--- config.mk ---
export PLATFORM = sky130hd
export DESIGN_NAME = sebp_port
export DESIGN_NICKNAME = d
export VERILOG_FILES = /design/src/core/sebp_pkg.sv /design/src/core/sebp_store.sv /design/src/core/sebp_port.sv
export SDC_FILE = /design/constraint.sdc
export NUM_CORES = 1
export LEC_CHECK = 0
export CORE_AREA = 2 2 431 433
export CTS_CLUSTER_DIAMETER = 50
export DETAILED_ROUTE_END_ITERATION = 10
export DIE_AREA = 0 0 433 435
export DONT_BUFFER_PORTS = 1
export RECOVER_POWER = 25
export SLEW_MARGIN = 20
export SYNTH_ARGS = -nofsm -noshare
export SYNTH_HDL_FRONTEND = slang
export SYNTH_SLANG_ARGS = --single-unit
--- constraint.sdc ---
create_clock -name CLK -period 7.7 [get_ports CLK]
set_input_delay 1.54 -clock CLK [delete_from_list [all_inputs] [get_ports CLK]]
set_output_delay 1.54 -clock CLK [all_outputs]
set_load 0.005 [all_outputs]
--- src/core/sebp_pkg.sv ---
// Purpose: Shared constants and types for the serial EEPROM bit-bang port.
// Assumes: 50 MHz clock, AXI4-Lite register access with 32-bit data.
// Notes:   Every offset, field position and timing count, and the store enable reset value, live here.
package sebp_pkg;
  // ****************************************
  // Register map
  // ****************************************
  // Register index of the serial port / readback register.
  localparam logic [9:0] REG_IDX = 10'h00A;
  // Byte address of that register: four times the index.
  localparam logic [11:0] REG_ADDR = {REG_IDX, 2'h0};
  // Bit that carries the serial data in both directions.
  localparam int BIT_DATA = 7;
  // Bit that requests a serial clock pulse and keeps the memory selected.
  localparam int BIT_SCLK = 0;
  // Reset value of the store enable latch: stores are locked.
  localparam logic STORE_EN_RST = 1'b0;
  // AXI response codes.
  localparam logic [1:0] RESP_OKAY = 2'h0;
  localparam logic [1:0] RESP_SLVERR = 2'h2;
  // ****************************************
  // Serial command layout
  // ****************************************
  // Opcode plus address bits that follow the start bit.
  localparam logic [4:0] HDR_BITS = 5'h08;
  // Data bits of one stored word.
  localparam logic [4:0] DATA_BITS = 5'h10;
  // Opcodes.
  localparam logic [1:0] OPC_EXT = 2'h0;
  localparam logic [1:0] OPC_WRITE = 2'h1;
  localparam logic [1:0] OPC_READ = 2'h2;
  // Top two address bits that select enable or disable under the extended opcode.
  localparam logic [1:0] EXT_ENABLE = 2'h3;
  localparam logic [1:0] EXT_DISABLE = 2'h0;
  // Header bits that identify an extended command: opcode plus two address bits.
  localparam logic [4:0] EXT_BITS = 5'h04;
  // ****************************************
  // Timing
  // ****************************************
  // Busy time after a store, in milliseconds.
  localparam int BUSY_MS = 20;
  // Clock rate in hertz.
  localparam int CLK_HZ = 50000000;
  // Busy time in clock cycles.
  localparam int BUSY_CYC = BUSY_MS * (CLK_HZ / 1000);
  // ****************************************
  // Types
  // ****************************************
  // Sequencer states.
  typedef enum logic [2:0] {SE_IDLE, SE_HDR, SE_DATA, SE_LOAD, SE_RDOUT, SE_HOLD} sebp_state_t;
  // Layout of the readback byte.
  typedef struct packed {
    logic dat;
    logic [1:0] rsv;
    logic scan;
    logic [3:0] chan;
  } sebp_rb_t;
  // Write request toward the word store.
  typedef struct packed {
    logic we;
    logic [5:0] addr;
    logic [15:0] data;
  } sebp_wr_t;
endpackage : sebp_pkg

--- src/core/sebp_store.sv ---
// Purpose: Flip-flop word store behind the serial port.
// Assumes: One write port and one combinational read port.
// Notes:   Contents are undefined until written, as in a blank memory.
`timescale 1ns/1ps
module sebp_store #(
  parameter int AW = 6,
  parameter int DW = 16
) (
  input wire logic CLK,
  input wire logic we,
  input wire logic [AW-1:0] waddr,
  input wire logic [DW-1:0] wdata,
  input wire logic [AW-1:0] raddr,
  output logic [DW-1:0] rdata
);
  // Storage words, addressed by index.
  logic [DW-1:0] mem_r [2**AW];
  // Next value of the addressed word.
  logic [DW-1:0] word_nxt;

  // ****************************************
  // Write path
  // ****************************************
  // Computes the new content of the addressed word.
  always_comb begin
    word_nxt = mem_r[waddr];
    if (we) begin
      word_nxt = wdata;
    end
  end

  // Registers the addressed word.
  always_ff @(posedge CLK) begin
    mem_r[waddr] <= word_nxt;
  end

  // Read port.
  assign rdata = mem_r[raddr];
endmodule : sebp_store

--- src/core/sebp_port.sv ---
// Purpose: Register-driven serial port to a small word store, reached over AXI4-Lite.
// Assumes: Software writes one byte per serial bit and reads one bit per read.
// Notes:   Channel and scan flag inputs come from converter logic on the same clock.
`timescale 1ns/1ps
// Contract
// - Busy 20 ms after store; accesses ignored.
// - Stores ignored until enable sequence sent.
// - Disable sequence locks stores again.
// - Fetch reads return bits MSB first.
// - Bits 3..0 report current converter channel.
// - Scan flag low at end address.
module sebp_port #(
  parameter int ADDR_BITS = 6,
  parameter int BUSY_CYCLES = sebp_pkg::BUSY_CYC
) (
  input wire logic CLK,
  input wire logic NRST,
  input wire logic [11:0] S_AXI_AWADDR,
  input wire logic S_AXI_AWVALID,
  output logic S_AXI_AWREADY,
  input wire logic [31:0] S_AXI_WDATA,
  input wire logic [3:0] S_AXI_WSTRB,
  input wire logic S_AXI_WVALID,
  output logic S_AXI_WREADY,
  output logic [1:0] S_AXI_BRESP,
  output logic S_AXI_BVALID,
  input wire logic S_AXI_BREADY,
  input wire logic [11:0] S_AXI_ARADDR,
  input wire logic S_AXI_ARVALID,
  output logic S_AXI_ARREADY,
  output logic [31:0] S_AXI_RDATA,
  output logic [1:0] S_AXI_RRESP,
  output logic S_AXI_RVALID,
  input wire logic S_AXI_RREADY,
  input wire logic [3:0] CHANNEL_NUM,
  input wire logic SCAN_NOT_AT_END_FLAG,
  output logic SER_CS,
  output logic SERIAL_CLOCK_BIT,
  output logic SER_DI,
  output logic STORE_BUSY
);
  // ****************************************
  // Elaboration checks
  // ****************************************
  // The layout fixes six address bits; the busy counter holds 24 bits.
  if (ADDR_BITS != 6 || BUSY_CYCLES < 1 || BUSY_CYCLES > 16777215) begin : g_bad_param
    $error("ADDR_BITS must be 6 and BUSY_CYCLES from 1 to 16777215");
  end
  localparam logic [23:0] BUSY_LOAD = 24'(BUSY_CYCLES);
  // ****************************************
  // State
  // ****************************************
  // Bus side: captured address/data flags and answers.
  logic aw_got_r, aw_got_nxt, w_got_r, w_got_nxt;
  logic [11:0] awaddr_r, awaddr_nxt;
  logic [7:0] wbyte_r, wbyte_nxt;
  logic wlane_r, wlane_nxt;
  logic bvalid_r, bvalid_nxt, rvalid_r, rvalid_nxt;
  logic [1:0] bresp_r, bresp_nxt, rresp_r, rresp_nxt;
  logic [31:0] rdata_r, rdata_nxt;
  // Serial side: sequencer, bit counter, shifters and enables.
  sebp_pkg::sebp_state_t st_r, st_nxt;
  logic [4:0] cnt_r, cnt_nxt;
  logic [7:0] hdr_r, hdr_nxt;
  logic [15:0] sh_r, sh_nxt;
  logic store_en_r, store_en_nxt;
  logic [23:0] busy_r, busy_nxt;
  logic cs_r, cs_nxt, sclk_r, sclk_nxt, di_r, di_nxt;
  // Write request toward the store and its read word.
  sebp_pkg::sebp_wr_t wr_nxt;
  logic [15:0] store_rdata;
  // Readback byte.
  sebp_pkg::sebp_rb_t rb;
  // Returns true when a byte address hits the port register.
  function automatic logic hit(input logic [11:0] a);
    hit = (a[11:2] == sebp_pkg::REG_IDX);
  endfunction : hit
  // ****************************************
  // Next-state logic
  // ****************************************
  // Computes bus answers and serial sequencing for one cycle.
  always_comb begin
    logic wr_ev, rd_ev, b;
    logic [7:0] hv;
    wr_ev = 1'b0;
    rd_ev = 1'b0;
    b = 1'b0;
    hv = 8'h00;
    aw_got_nxt = aw_got_r;
    w_got_nxt = w_got_r;
    awaddr_nxt = awaddr_r;
    wbyte_nxt = wbyte_r;
    wlane_nxt = wlane_r;
    bvalid_nxt = bvalid_r;
    bresp_nxt = bresp_r;
    rvalid_nxt = rvalid_r;
    rresp_nxt = rresp_r;
    rdata_nxt = rdata_r;
    st_nxt = st_r;
    cnt_nxt = cnt_r;
    hdr_nxt = hdr_r;
    sh_nxt = sh_r;
    store_en_nxt = store_en_r;
    busy_nxt = (busy_r != 24'h000000) ? busy_r - 24'h000001 : busy_r;
    cs_nxt = cs_r;
    sclk_nxt = 1'b0;
    di_nxt = di_r;
    wr_nxt = '{we: 1'b0, addr: hdr_r[5:0], data: sh_r};
    // Address and data are taken independently, in either order.
    if (S_AXI_AWVALID && S_AXI_AWREADY) begin
      aw_got_nxt = 1'b1;
      awaddr_nxt = S_AXI_AWADDR;
    end
    if (S_AXI_WVALID && S_AXI_WREADY) begin
      w_got_nxt = 1'b1;
      wbyte_nxt = S_AXI_WDATA[7:0];
      wlane_nxt = S_AXI_WSTRB[0];
    end
    // With both halves held, the write completes and the response rises.
    if (aw_got_r && w_got_r) begin
      aw_got_nxt = 1'b0;
      w_got_nxt = 1'b0;
      bvalid_nxt = 1'b1;
      bresp_nxt = hit(awaddr_r) ? sebp_pkg::RESP_OKAY : sebp_pkg::RESP_SLVERR;
      wr_ev = hit(awaddr_r) && wlane_r;
    end
    if (S_AXI_BVALID && S_AXI_BREADY) begin
      bvalid_nxt = 1'b0;
    end
    // A read is answered the cycle after it is taken.
    if (S_AXI_ARVALID && S_AXI_ARREADY) begin
      rvalid_nxt = 1'b1;
      rresp_nxt = hit(S_AXI_ARADDR) ? sebp_pkg::RESP_OKAY : sebp_pkg::RESP_SLVERR;
      rdata_nxt = hit(S_AXI_ARADDR) ? {24'h000000, rb} : 32'h00000000;
      rd_ev = hit(S_AXI_ARADDR);
    end
    if (S_AXI_RVALID && S_AXI_RREADY) begin
      rvalid_nxt = 1'b0;
    end
    // The read word is loaded once the header has named it.
    if (st_r == sebp_pkg::SE_LOAD) begin
      sh_nxt = store_rdata;
      st_nxt = sebp_pkg::SE_RDOUT;
    end
    // Each read of the port register during readout moves the next bit into bit 7.
    if (rd_ev && st_r == sebp_pkg::SE_RDOUT) begin
      sh_nxt = {sh_r[14:0], 1'b0};
    end
    if (wr_ev) begin
      b = wbyte_r[sebp_pkg::BIT_DATA];
      di_nxt = b;
      cs_nxt = wbyte_r[sebp_pkg::BIT_SCLK];
      sclk_nxt = wbyte_r[sebp_pkg::BIT_SCLK];
      hv = {hdr_r[6:0], b};
      if (!wbyte_r[sebp_pkg::BIT_SCLK]) begin
        // Deselect ends any transaction; a full store commits here.
        if (st_r == sebp_pkg::SE_DATA && cnt_r == sebp_pkg::DATA_BITS && store_en_r && busy_r == 24'h000000) begin
          wr_nxt.we = 1'b1;
          busy_nxt = BUSY_LOAD;
        end
        st_nxt = sebp_pkg::SE_IDLE;
      end else if (busy_r != 24'h000000) begin
        st_nxt = sebp_pkg::SE_IDLE;
      end else begin
        case (st_r)
          sebp_pkg::SE_IDLE: begin
            // Only a one on the data line counts as the start bit.
            if (b) begin
              st_nxt = sebp_pkg::SE_HDR;
              cnt_nxt = 5'h00;
              hdr_nxt = 8'h00;
            end
          end
          sebp_pkg::SE_HDR: begin
            hdr_nxt = hv;
            cnt_nxt = cnt_r + 5'h01;
            // The disable command arrives one bit short of a header, so it is decoded early.
            if (cnt_r == sebp_pkg::EXT_BITS - 5'h01 && hv[3:0] == {sebp_pkg::OPC_EXT, sebp_pkg::EXT_DISABLE}) begin
              store_en_nxt = 1'b0;
            end
            if (cnt_r == sebp_pkg::HDR_BITS - 5'h01) begin
              cnt_nxt = 5'h00;
              case (hv[7:6])
                sebp_pkg::OPC_WRITE: st_nxt = sebp_pkg::SE_DATA;
                sebp_pkg::OPC_READ: st_nxt = sebp_pkg::SE_LOAD;
                sebp_pkg::OPC_EXT: begin
                  if (hv[5:4] == sebp_pkg::EXT_ENABLE) begin
                    store_en_nxt = 1'b1;
                  end
                  st_nxt = sebp_pkg::SE_HOLD;
                end
                default: st_nxt = sebp_pkg::SE_HOLD;
              endcase
            end
          end
          sebp_pkg::SE_DATA: begin
            // Extra bits beyond the word are ignored.
            if (cnt_r != sebp_pkg::DATA_BITS) begin
              sh_nxt = {sh_r[14:0], b};
              cnt_nxt = cnt_r + 5'h01;
            end
          end
          default: st_nxt = st_r; // Clock pulses during readout or hold change nothing.
        endcase
      end
    end
  end
  // ****************************************
  // Registers
  // ****************************************
  // Registers every state element; synchronous active-low reset.
  always_ff @(posedge CLK) begin
    if (!NRST) begin
      aw_got_r <= 1'b0;
      w_got_r <= 1'b0;
      awaddr_r <= 12'h000;
      wbyte_r <= 8'h00;
      wlane_r <= 1'b0;
      bvalid_r <= 1'b0;
      bresp_r <= sebp_pkg::RESP_OKAY;
      rvalid_r <= 1'b0;
      rresp_r <= sebp_pkg::RESP_OKAY;
      rdata_r <= 32'h00000000;
      st_r <= sebp_pkg::SE_IDLE;
      cnt_r <= 5'h00;
      hdr_r <= 8'h00;
      sh_r <= 16'h0000;
      store_en_r <= sebp_pkg::STORE_EN_RST;
      busy_r <= 24'h000000;
      cs_r <= 1'b0;
      sclk_r <= 1'b0;
      di_r <= 1'b0;
    end else begin
      aw_got_r <= aw_got_nxt;
      w_got_r <= w_got_nxt;
      awaddr_r <= awaddr_nxt;
      wbyte_r <= wbyte_nxt;
      wlane_r <= wlane_nxt;
      bvalid_r <= bvalid_nxt;
      bresp_r <= bresp_nxt;
      rvalid_r <= rvalid_nxt;
      rresp_r <= rresp_nxt;
      rdata_r <= rdata_nxt;
      st_r <= st_nxt;
      cnt_r <= cnt_nxt;
      hdr_r <= hdr_nxt;
      sh_r <= sh_nxt;
      store_en_r <= store_en_nxt;
      busy_r <= busy_nxt;
      cs_r <= cs_nxt;
      sclk_r <= sclk_nxt;
      di_r <= di_nxt;
    end
  end
  // ****************************************
  // Word store and outputs
  // ****************************************
  // Holds the stored words.
  sebp_store #(.AW(ADDR_BITS), .DW(16)) u_store (
    .CLK(CLK),
    .we(wr_nxt.we),
    .waddr(wr_nxt.addr),
    .wdata(wr_nxt.data),
    .raddr(hdr_r[5:0]),
    .rdata(store_rdata)
  );
  // Readback: data bit during readout, else ready; channel and scan flag.
  assign rb.dat = (st_r == sebp_pkg::SE_RDOUT) ? sh_r[15] : (busy_r == 24'h000000);
  assign rb.rsv = 2'h0;
  assign rb.scan = SCAN_NOT_AT_END_FLAG;
  assign rb.chan = CHANNEL_NUM;
  assign S_AXI_AWREADY = !aw_got_r && !bvalid_r;
  assign S_AXI_WREADY = !w_got_r && !bvalid_r;
  assign S_AXI_BVALID = bvalid_r;
  assign S_AXI_BRESP = bresp_r;
  assign S_AXI_ARREADY = !rvalid_r;
  assign S_AXI_RVALID = rvalid_r;
  assign S_AXI_RRESP = rresp_r;
  assign S_AXI_RDATA = rdata_r;
  assign SER_CS = cs_r;
  assign SERIAL_CLOCK_BIT = sclk_r;
  assign SER_DI = di_r;
  assign STORE_BUSY = busy_r != 24'h000000;
endmodule : sebp_port

# Word-level counts from Yosys, hierarchy flattened
# Memories as Yosys holds them, arrays and structs flattened. A register that Yosys moved wholly into a read port is not among the register bits.
# Index checks and enable logic that the tools add are counted.
[word_totals]
ff_bits = 120
mem_bits_rw = 1024
input_bits = 72
out_inout_bits = 45
wordCells = 113
memories = 1
[mem_list]
columns = ["memory", "words", "word_bits", "rd", "rd_ports_with_merged_regs", "write_ports", "line", "rtl"]
rows = [
  ["u_store.mem_r", 64, 16, 1, 1, 1, "sebp_store.sv:17", "logic [DW-1:0] mem_r [2**AW];"],
]
[classes]
n_addsub = 2
eq_ne = 16
mux = 41
n_bitwise = 2
reduce_logical = 32
[op_table]
columns = ["op", "n"]
rows = [
  ["$mux 16", 8],
  ["$mux 24", 4],
  ["$logic_not 24->1", 1],
  ["$reduce_bool 24->1", 1],
  ["$sub 24x1->24 const B", 1],
  ["$eq 10x4->1 const B", 2],
  ["$mux 3", 6],
  ["$mux 5", 3],
  ["$pmux 5 s3", 1],
  ["$logic_and 1x1->1", 14],
  ["$pmux 7 s2", 1],
  ["$mux 6", 2],
  ["$mux 1", 10],
  ["$pmux 3 s3", 1],
  ["$mux 8", 1],
  ["$mux 7", 1],
  ["$eq 3x2->1 const B", 2],
  ["$ne 6x3->1 const B", 1],
  ["$pmux 3 s2", 1],
  ["$reduce_and 6->1", 1],
  ["$reduce_or 2->1", 3],
  ["$add 5x1->5 const B", 1],
  ["$eq 5x2->1 const B", 1],
  ["$eq 5x3->1 const B", 1],
  ["other kinds (19)", 25],
]

# Logic depth before layout (Yosys ltp)
[depth]
word_depth = 10
ltp_mapped = 12
ltp_nobuf = 9

# Modules after synthesis
# From an unflattened synthesis, not the netlist that was laid out.
[hier_totals]
cells_unflattened = 2318
area_unflattened_um2 = 44002.2
[modules_own_cells]
columns = ["mod", "instances", "cells_per_inst", "area_per_inst_um2", "seq_area_each_um2"]
rows = [
  ["sebp_store", 1, 1813, 39721.8, 30749.5],
  ["sebp_port", 1, 505, 4280.4, 1681.6],
]

# Least setup slack after synthesis
# Ideal clock, no wire load.
[synth_timing]
path_kind = "flip-flop to flip-flop"
start = "register (tool-made name)"
end = "memory u_store.mem_r[0][11], data pin"
setup_ps = 702
t_arrival_ps = 4634
t_required_ps = 6998
path_slack_ps = 2364
stages_incl_launch_ff = 12
n_path_buf = 5
synth_period_minus_slack_ps = 5336
cell_sequence = "dfxtp_1 > clkbuf_1 > buf_2 > clkbuf_1 > buf_1 > buf_2 > mux2i_1 > nand2_1 > nand3_1 > nand3_1 > mux2i_1 > o21ai_0"
[synth_rtl]
columns = ["element", "line"]
rows = [
  ["end, declared", "sebp_store.sv:17"],
]

==> metrics.log <==
INFO  metric seq_area = 32600 sq um
INFO  metric finalHoldViolations = 0
INFO  metric detail_route.wl_per_cell = 20.8 um
INFO  metric synth_seq_area_share = 0.743
INFO  metric final.setup_skew = 0.0315 ns
INFO  metric multiInputGateArea = 10700 sq um
INFO  metric critical_path_peak_fanout = 44
INFO  metric antenna_cells_inserted = 0
INFO  metric timing.critical_path.arrival = 4.90 ns
INFO  metric worst_skew_pair.late_latency = 0.70 ns
INFO  metric postSynth.topFlopCell = sky130_fd_sc_hd__edfxtp_1
INFO  metric row_count = 158
INFO  metric detail_route.drc_violations = 0
INFO  metric yosys-top-cells-count = 1024 x sky130_fd_sc_hd__edfxtp_1, 231 x sky130_fd_sc_hd__mux4_2, 143 x sky130_fd_sc_hd__nor2_1
INFO  metric totalWireLength = 104000 um
INFO  metric cts.hold.buffers_added = 0
INFO  metric post-dp-hpwl = 59200 um
INFO  metric yosys_register_bits = 1114
INFO  metric nNetsFinal = 2485
INFO  metric run_status = finished, violations left
INFO  metric viasPerCell = 4.48
INFO  metric vdd_ir_drop_max = 0.200 mV
INFO  metric synth.area.top_cells = sky130_fd_sc_hd__edfxtp_1 70%, sky130_fd_sc_hd__mux4_2 12%, sky130_fd_sc_hd__dfxtp_1 4.1%
INFO  metric quantity_of_gates_resized_following_cts = 0
INFO  metric drv_cap = 3
INFO  metric synth_enable_flop_cells = 1024
INFO  metric final_critical_path_setup_slack = 3.17 ns
INFO  metric grt_max_degree = 85
INFO  metric cts_root_buf = sky130_fd_sc_hd__clkbuf_16
INFO  metric synth_top_cell_by_area = sky130_fd_sc_hd__edfxtp_1
INFO  metric rsz0062_at_grt = no
INFO  metric reg2reg_depth = 8
INFO  metric tritoncts_clock_tree = yes
INFO  metric port-buffer-count = 0
INFO  metric regToRegEndpoint = u_store.mem_r[5][12]
INFO  metric ys.warnings.count = 0
INFO  metric syn_avg_cell_area = 18.9 sq um
INFO  metric finalCritPeriodShare = 0.588
INFO  metric synth_cell_type_count = 69
INFO  metric cts_buffers = 116
INFO  metric max_slew_margin = -0.776
INFO  metric timing.critical_path.cells = buf_4 -> mux4_2 -> mux2i_1 -> a22oi_1 -> o2111ai_1 -> o221ai_1 -> mux2_2 -> buf_4
INFO  metric post_synth_inst_count = 2315
INFO  metric setup.reg_to_reg.worst_slack = 3.17 ns
INFO  metric grt_first_pass_wirelength = 151000 um
INFO  metric h-tree-depth = 3
INFO  metric route.vias.total = 22300
INFO  metric total_power_divided_by_cell_area = 267 nW/um^2
INFO  metric clock.fmax = 0.221 GHz
INFO  metric timing_max_transition_violations_final = 89
INFO  metric async_flop_share = 0
INFO  metric pre_cts_slack = 3.11 ns
INFO  metric setup.worst_path.class = reg2reg
INFO  metric chipHeight = 435 um
INFO  metric grt_use_total = 0.107
INFO  metric grt_antenna_before_repair = 0
INFO  metric most_common_cell_in_the_synthesized_netlist = sky130_fd_sc_hd__edfxtp_1
INFO  metric crit_required = 8.07 ns
INFO  metric totalNegativeSetupSlack = 0 ns
INFO  metric crit_path_end_kind = register
INFO  metric core-area = 184000 sq um
INFO  metric cts.repair_timing.setup_buffer_count = 0
INFO  metric worst_setup_hold_path_clk_slew = 0.06 ns
INFO  metric finalSetupViolCount = 0
INFO  metric violated_checks = max-capacitance violations, max-slew violations
INFO  metric initial_cell_density_of_the_core = 0.238
INFO  metric min_delay_worst_endpoint = awaddr_r[9]
INFO  metric io_pins = 117
INFO  metric number_of_global_route_vias_before_repair = 22100
INFO  metric critical-path-slowest-cell = sky130_fd_sc_hd__buf_4
INFO  metric period_needed = 4.53 ns
INFO  metric max_clock_buf_depth = 3
INFO  metric floorplan.die_area = 188000 sq um
INFO  metric critical-path-top-delay-family = multiplexers
INFO  metric drtPass1Iterations = 5
INFO  metric tightestPinTransition = 2.66 ns
INFO  metric hold-path-cell-count = 2
INFO  metric die_width = 433 um
INFO  metric total_of_fill_cells_in_the_finished_design = 18200
INFO  metric share_of_final_layout_standard_cells_stronger_than_drive_strength_1 = 0.203
INFO  metric synth.top_cell.area_share = 0.702
INFO  metric static-leakage-power = 0.0151 uW
INFO  metric ant_nets = 0
INFO  metric cp.buffers_inverters = 2
INFO  metric grt_remaining_overflow = 0
INFO  metric critPathMostFrequentCell = sky130_fd_sc_hd__buf_4
INFO  metric numClockSinks = 1114
INFO  metric routabilityCongestion = 0.840
INFO  metric timing.hold.worst.start = awaddr_r[9]
INFO  metric syn2layout_area_growth = 16.2%
INFO  metric detailedRoute.firstIterationViolations = 2199
INFO  metric mappedNetlistArea = 43800 sq um
INFO  metric slowest_delay = 0.78 ns
INFO  metric start_kind = register
INFO  metric worstHoldPathType = reg2reg
[report_power, final]
part	switching (uW)	leakage (uW)	total [uW]	internal (uW)
clock network	2360	0.00185	5520	3160
registers	52.8	0.00996	7090	7030
logic	741	0.00326	988	247
[metal layers]
metal / track usage / vias up / share of wire
met5: 0 / - / 0
met4: 0.0368 / 0 / 0.031
met3: 0.0188 / 160 / 0.066
met2: 0.171 / 771 / 0.48
met1: 0.145 / 11800 / 0.43
li1: - / 9608 / -
[cell type report]
cell class	instances	share of cell area
Clock buffer	140	0.0603
Clock inverter	76	0.0139
Inverter	15	0.00111
Multi-Input combinational cell	1064	0.211
Sequential cell	1114	0.640
Tap cell	2480	0.0610
Timing Repair Buffer	97	0.0131
[metrics by stage]
| stage | hold slack [ns] | util | total power (uW) | instances | instance area [sq um] |
|---|---|---|---|---|---|
| after floorplan | 0.432 | - | 7840 | 2342 | 43900 |
| after global placement | 0.447 | 0.257 | 8170 | 4769 | 47200 |
| after detailed placement | 0.449 | 0.257 | 8210 | 4769 | 47200 |
| after CTS | 0.457 | 0.277 | 13700 | 4985 | 51000 |
| after global routing | 0.468 | 0.276 | 14000 | 4986 | 50900 |
| final | 0.455 | 0.276 | 13600 | 4986 | 50900 |
[logic make-up after synthesis]
kind of cell             synth area share
AO/OA/AOI/OAI                      0.0384
XOR/XNOR                          0.00400
adder cells (fa/ha/maj)           0.00143
buffers and inverters              0.0176
flip-flops                          0.743
multiplexers                        0.149
other                           0.0000856
AND/OR/NAND/NOR                    0.0460
[worst reg2reg max path: stages, from the launching register on]
cell	delay, ns
sky130_fd_sc_hd__dfxtp_4	0.77
sky130_fd_sc_hd__buf_4	0.80
sky130_fd_sc_hd__mux4_2	0.64
sky130_fd_sc_hd__mux2i_1	0.23
sky130_fd_sc_hd__a22oi_1	0.20
sky130_fd_sc_hd__o2111ai_1	0.31
sky130_fd_sc_hd__o221ai_1	0.31
sky130_fd_sc_hd__mux2_2	0.56
sky130_fd_sc_hd__buf_4	0.38
[sequential cells by signal (all words and copies together) (netlist names), 2 cells and up, named ones only]
name / cells
u_store.mem_r: 1024
sh_r: 16
st_r: 3
cnt_r: 5
awaddr_r: 10
S_AXI_RDATA: 6
busy_r: 24
wbyte_r: 2
hdr_r: 7
[worst max path at each step]
stage / cells after the start / slack, ns / end
global route: 8 / 2.98 / u_store.mem_r[10][12]
global placement: 8 / 3.13 / u_store.mem_r[4][12]
CTS: 8 / 3.09 / u_store.mem_r[4][12]
finish: 8 / 3.17 / u_store.mem_r[5][12]
floorplan: 11 / 2.36 / u_store.mem_r[0][11]
detailed placement: 8 / 3.11 / u_store.mem_r[6][12]
[placed cells by master, fill, tap and decap left out, types with 12 or more instances in the layout]
cell type and instances:
sky130_fd_sc_hd__clkinv_1 19, sky130_fd_sc_hd__conb_1 28, sky130_fd_sc_hd__clkinv_2 21, sky130_fd_sc_hd__nand2_1 91, sky130_fd_sc_hd__inv_1 14, sky130_fd_sc_hd__mux2i_1 123
sky130_fd_sc_hd__nor3_1 13, sky130_fd_sc_hd__dfxtp_1 86, sky130_fd_sc_hd__a21oi_1 58, sky130_fd_sc_hd__xnor2_1 12, sky130_fd_sc_hd__nand4_1 16, sky130_fd_sc_hd__nor2_1 143
sky130_fd_sc_hd__a22oi_1 55, sky130_fd_sc_hd__mux4_2 231, sky130_fd_sc_hd__clkbuf_16 119, sky130_fd_sc_hd__buf_4 56, sky130_fd_sc_hd__o21ai_0 19, sky130_fd_sc_hd__and3_1 14
sky130_fd_sc_hd__nand2b_1 12, sky130_fd_sc_hd__clkbuf_1 55, sky130_fd_sc_hd__a22o_1 12, sky130_fd_sc_hd__a221oi_1 18, sky130_fd_sc_hd__nand3_1 41, sky130_fd_sc_hd__edfxtp_1 1024
Power figures use the tool's default switching activity.
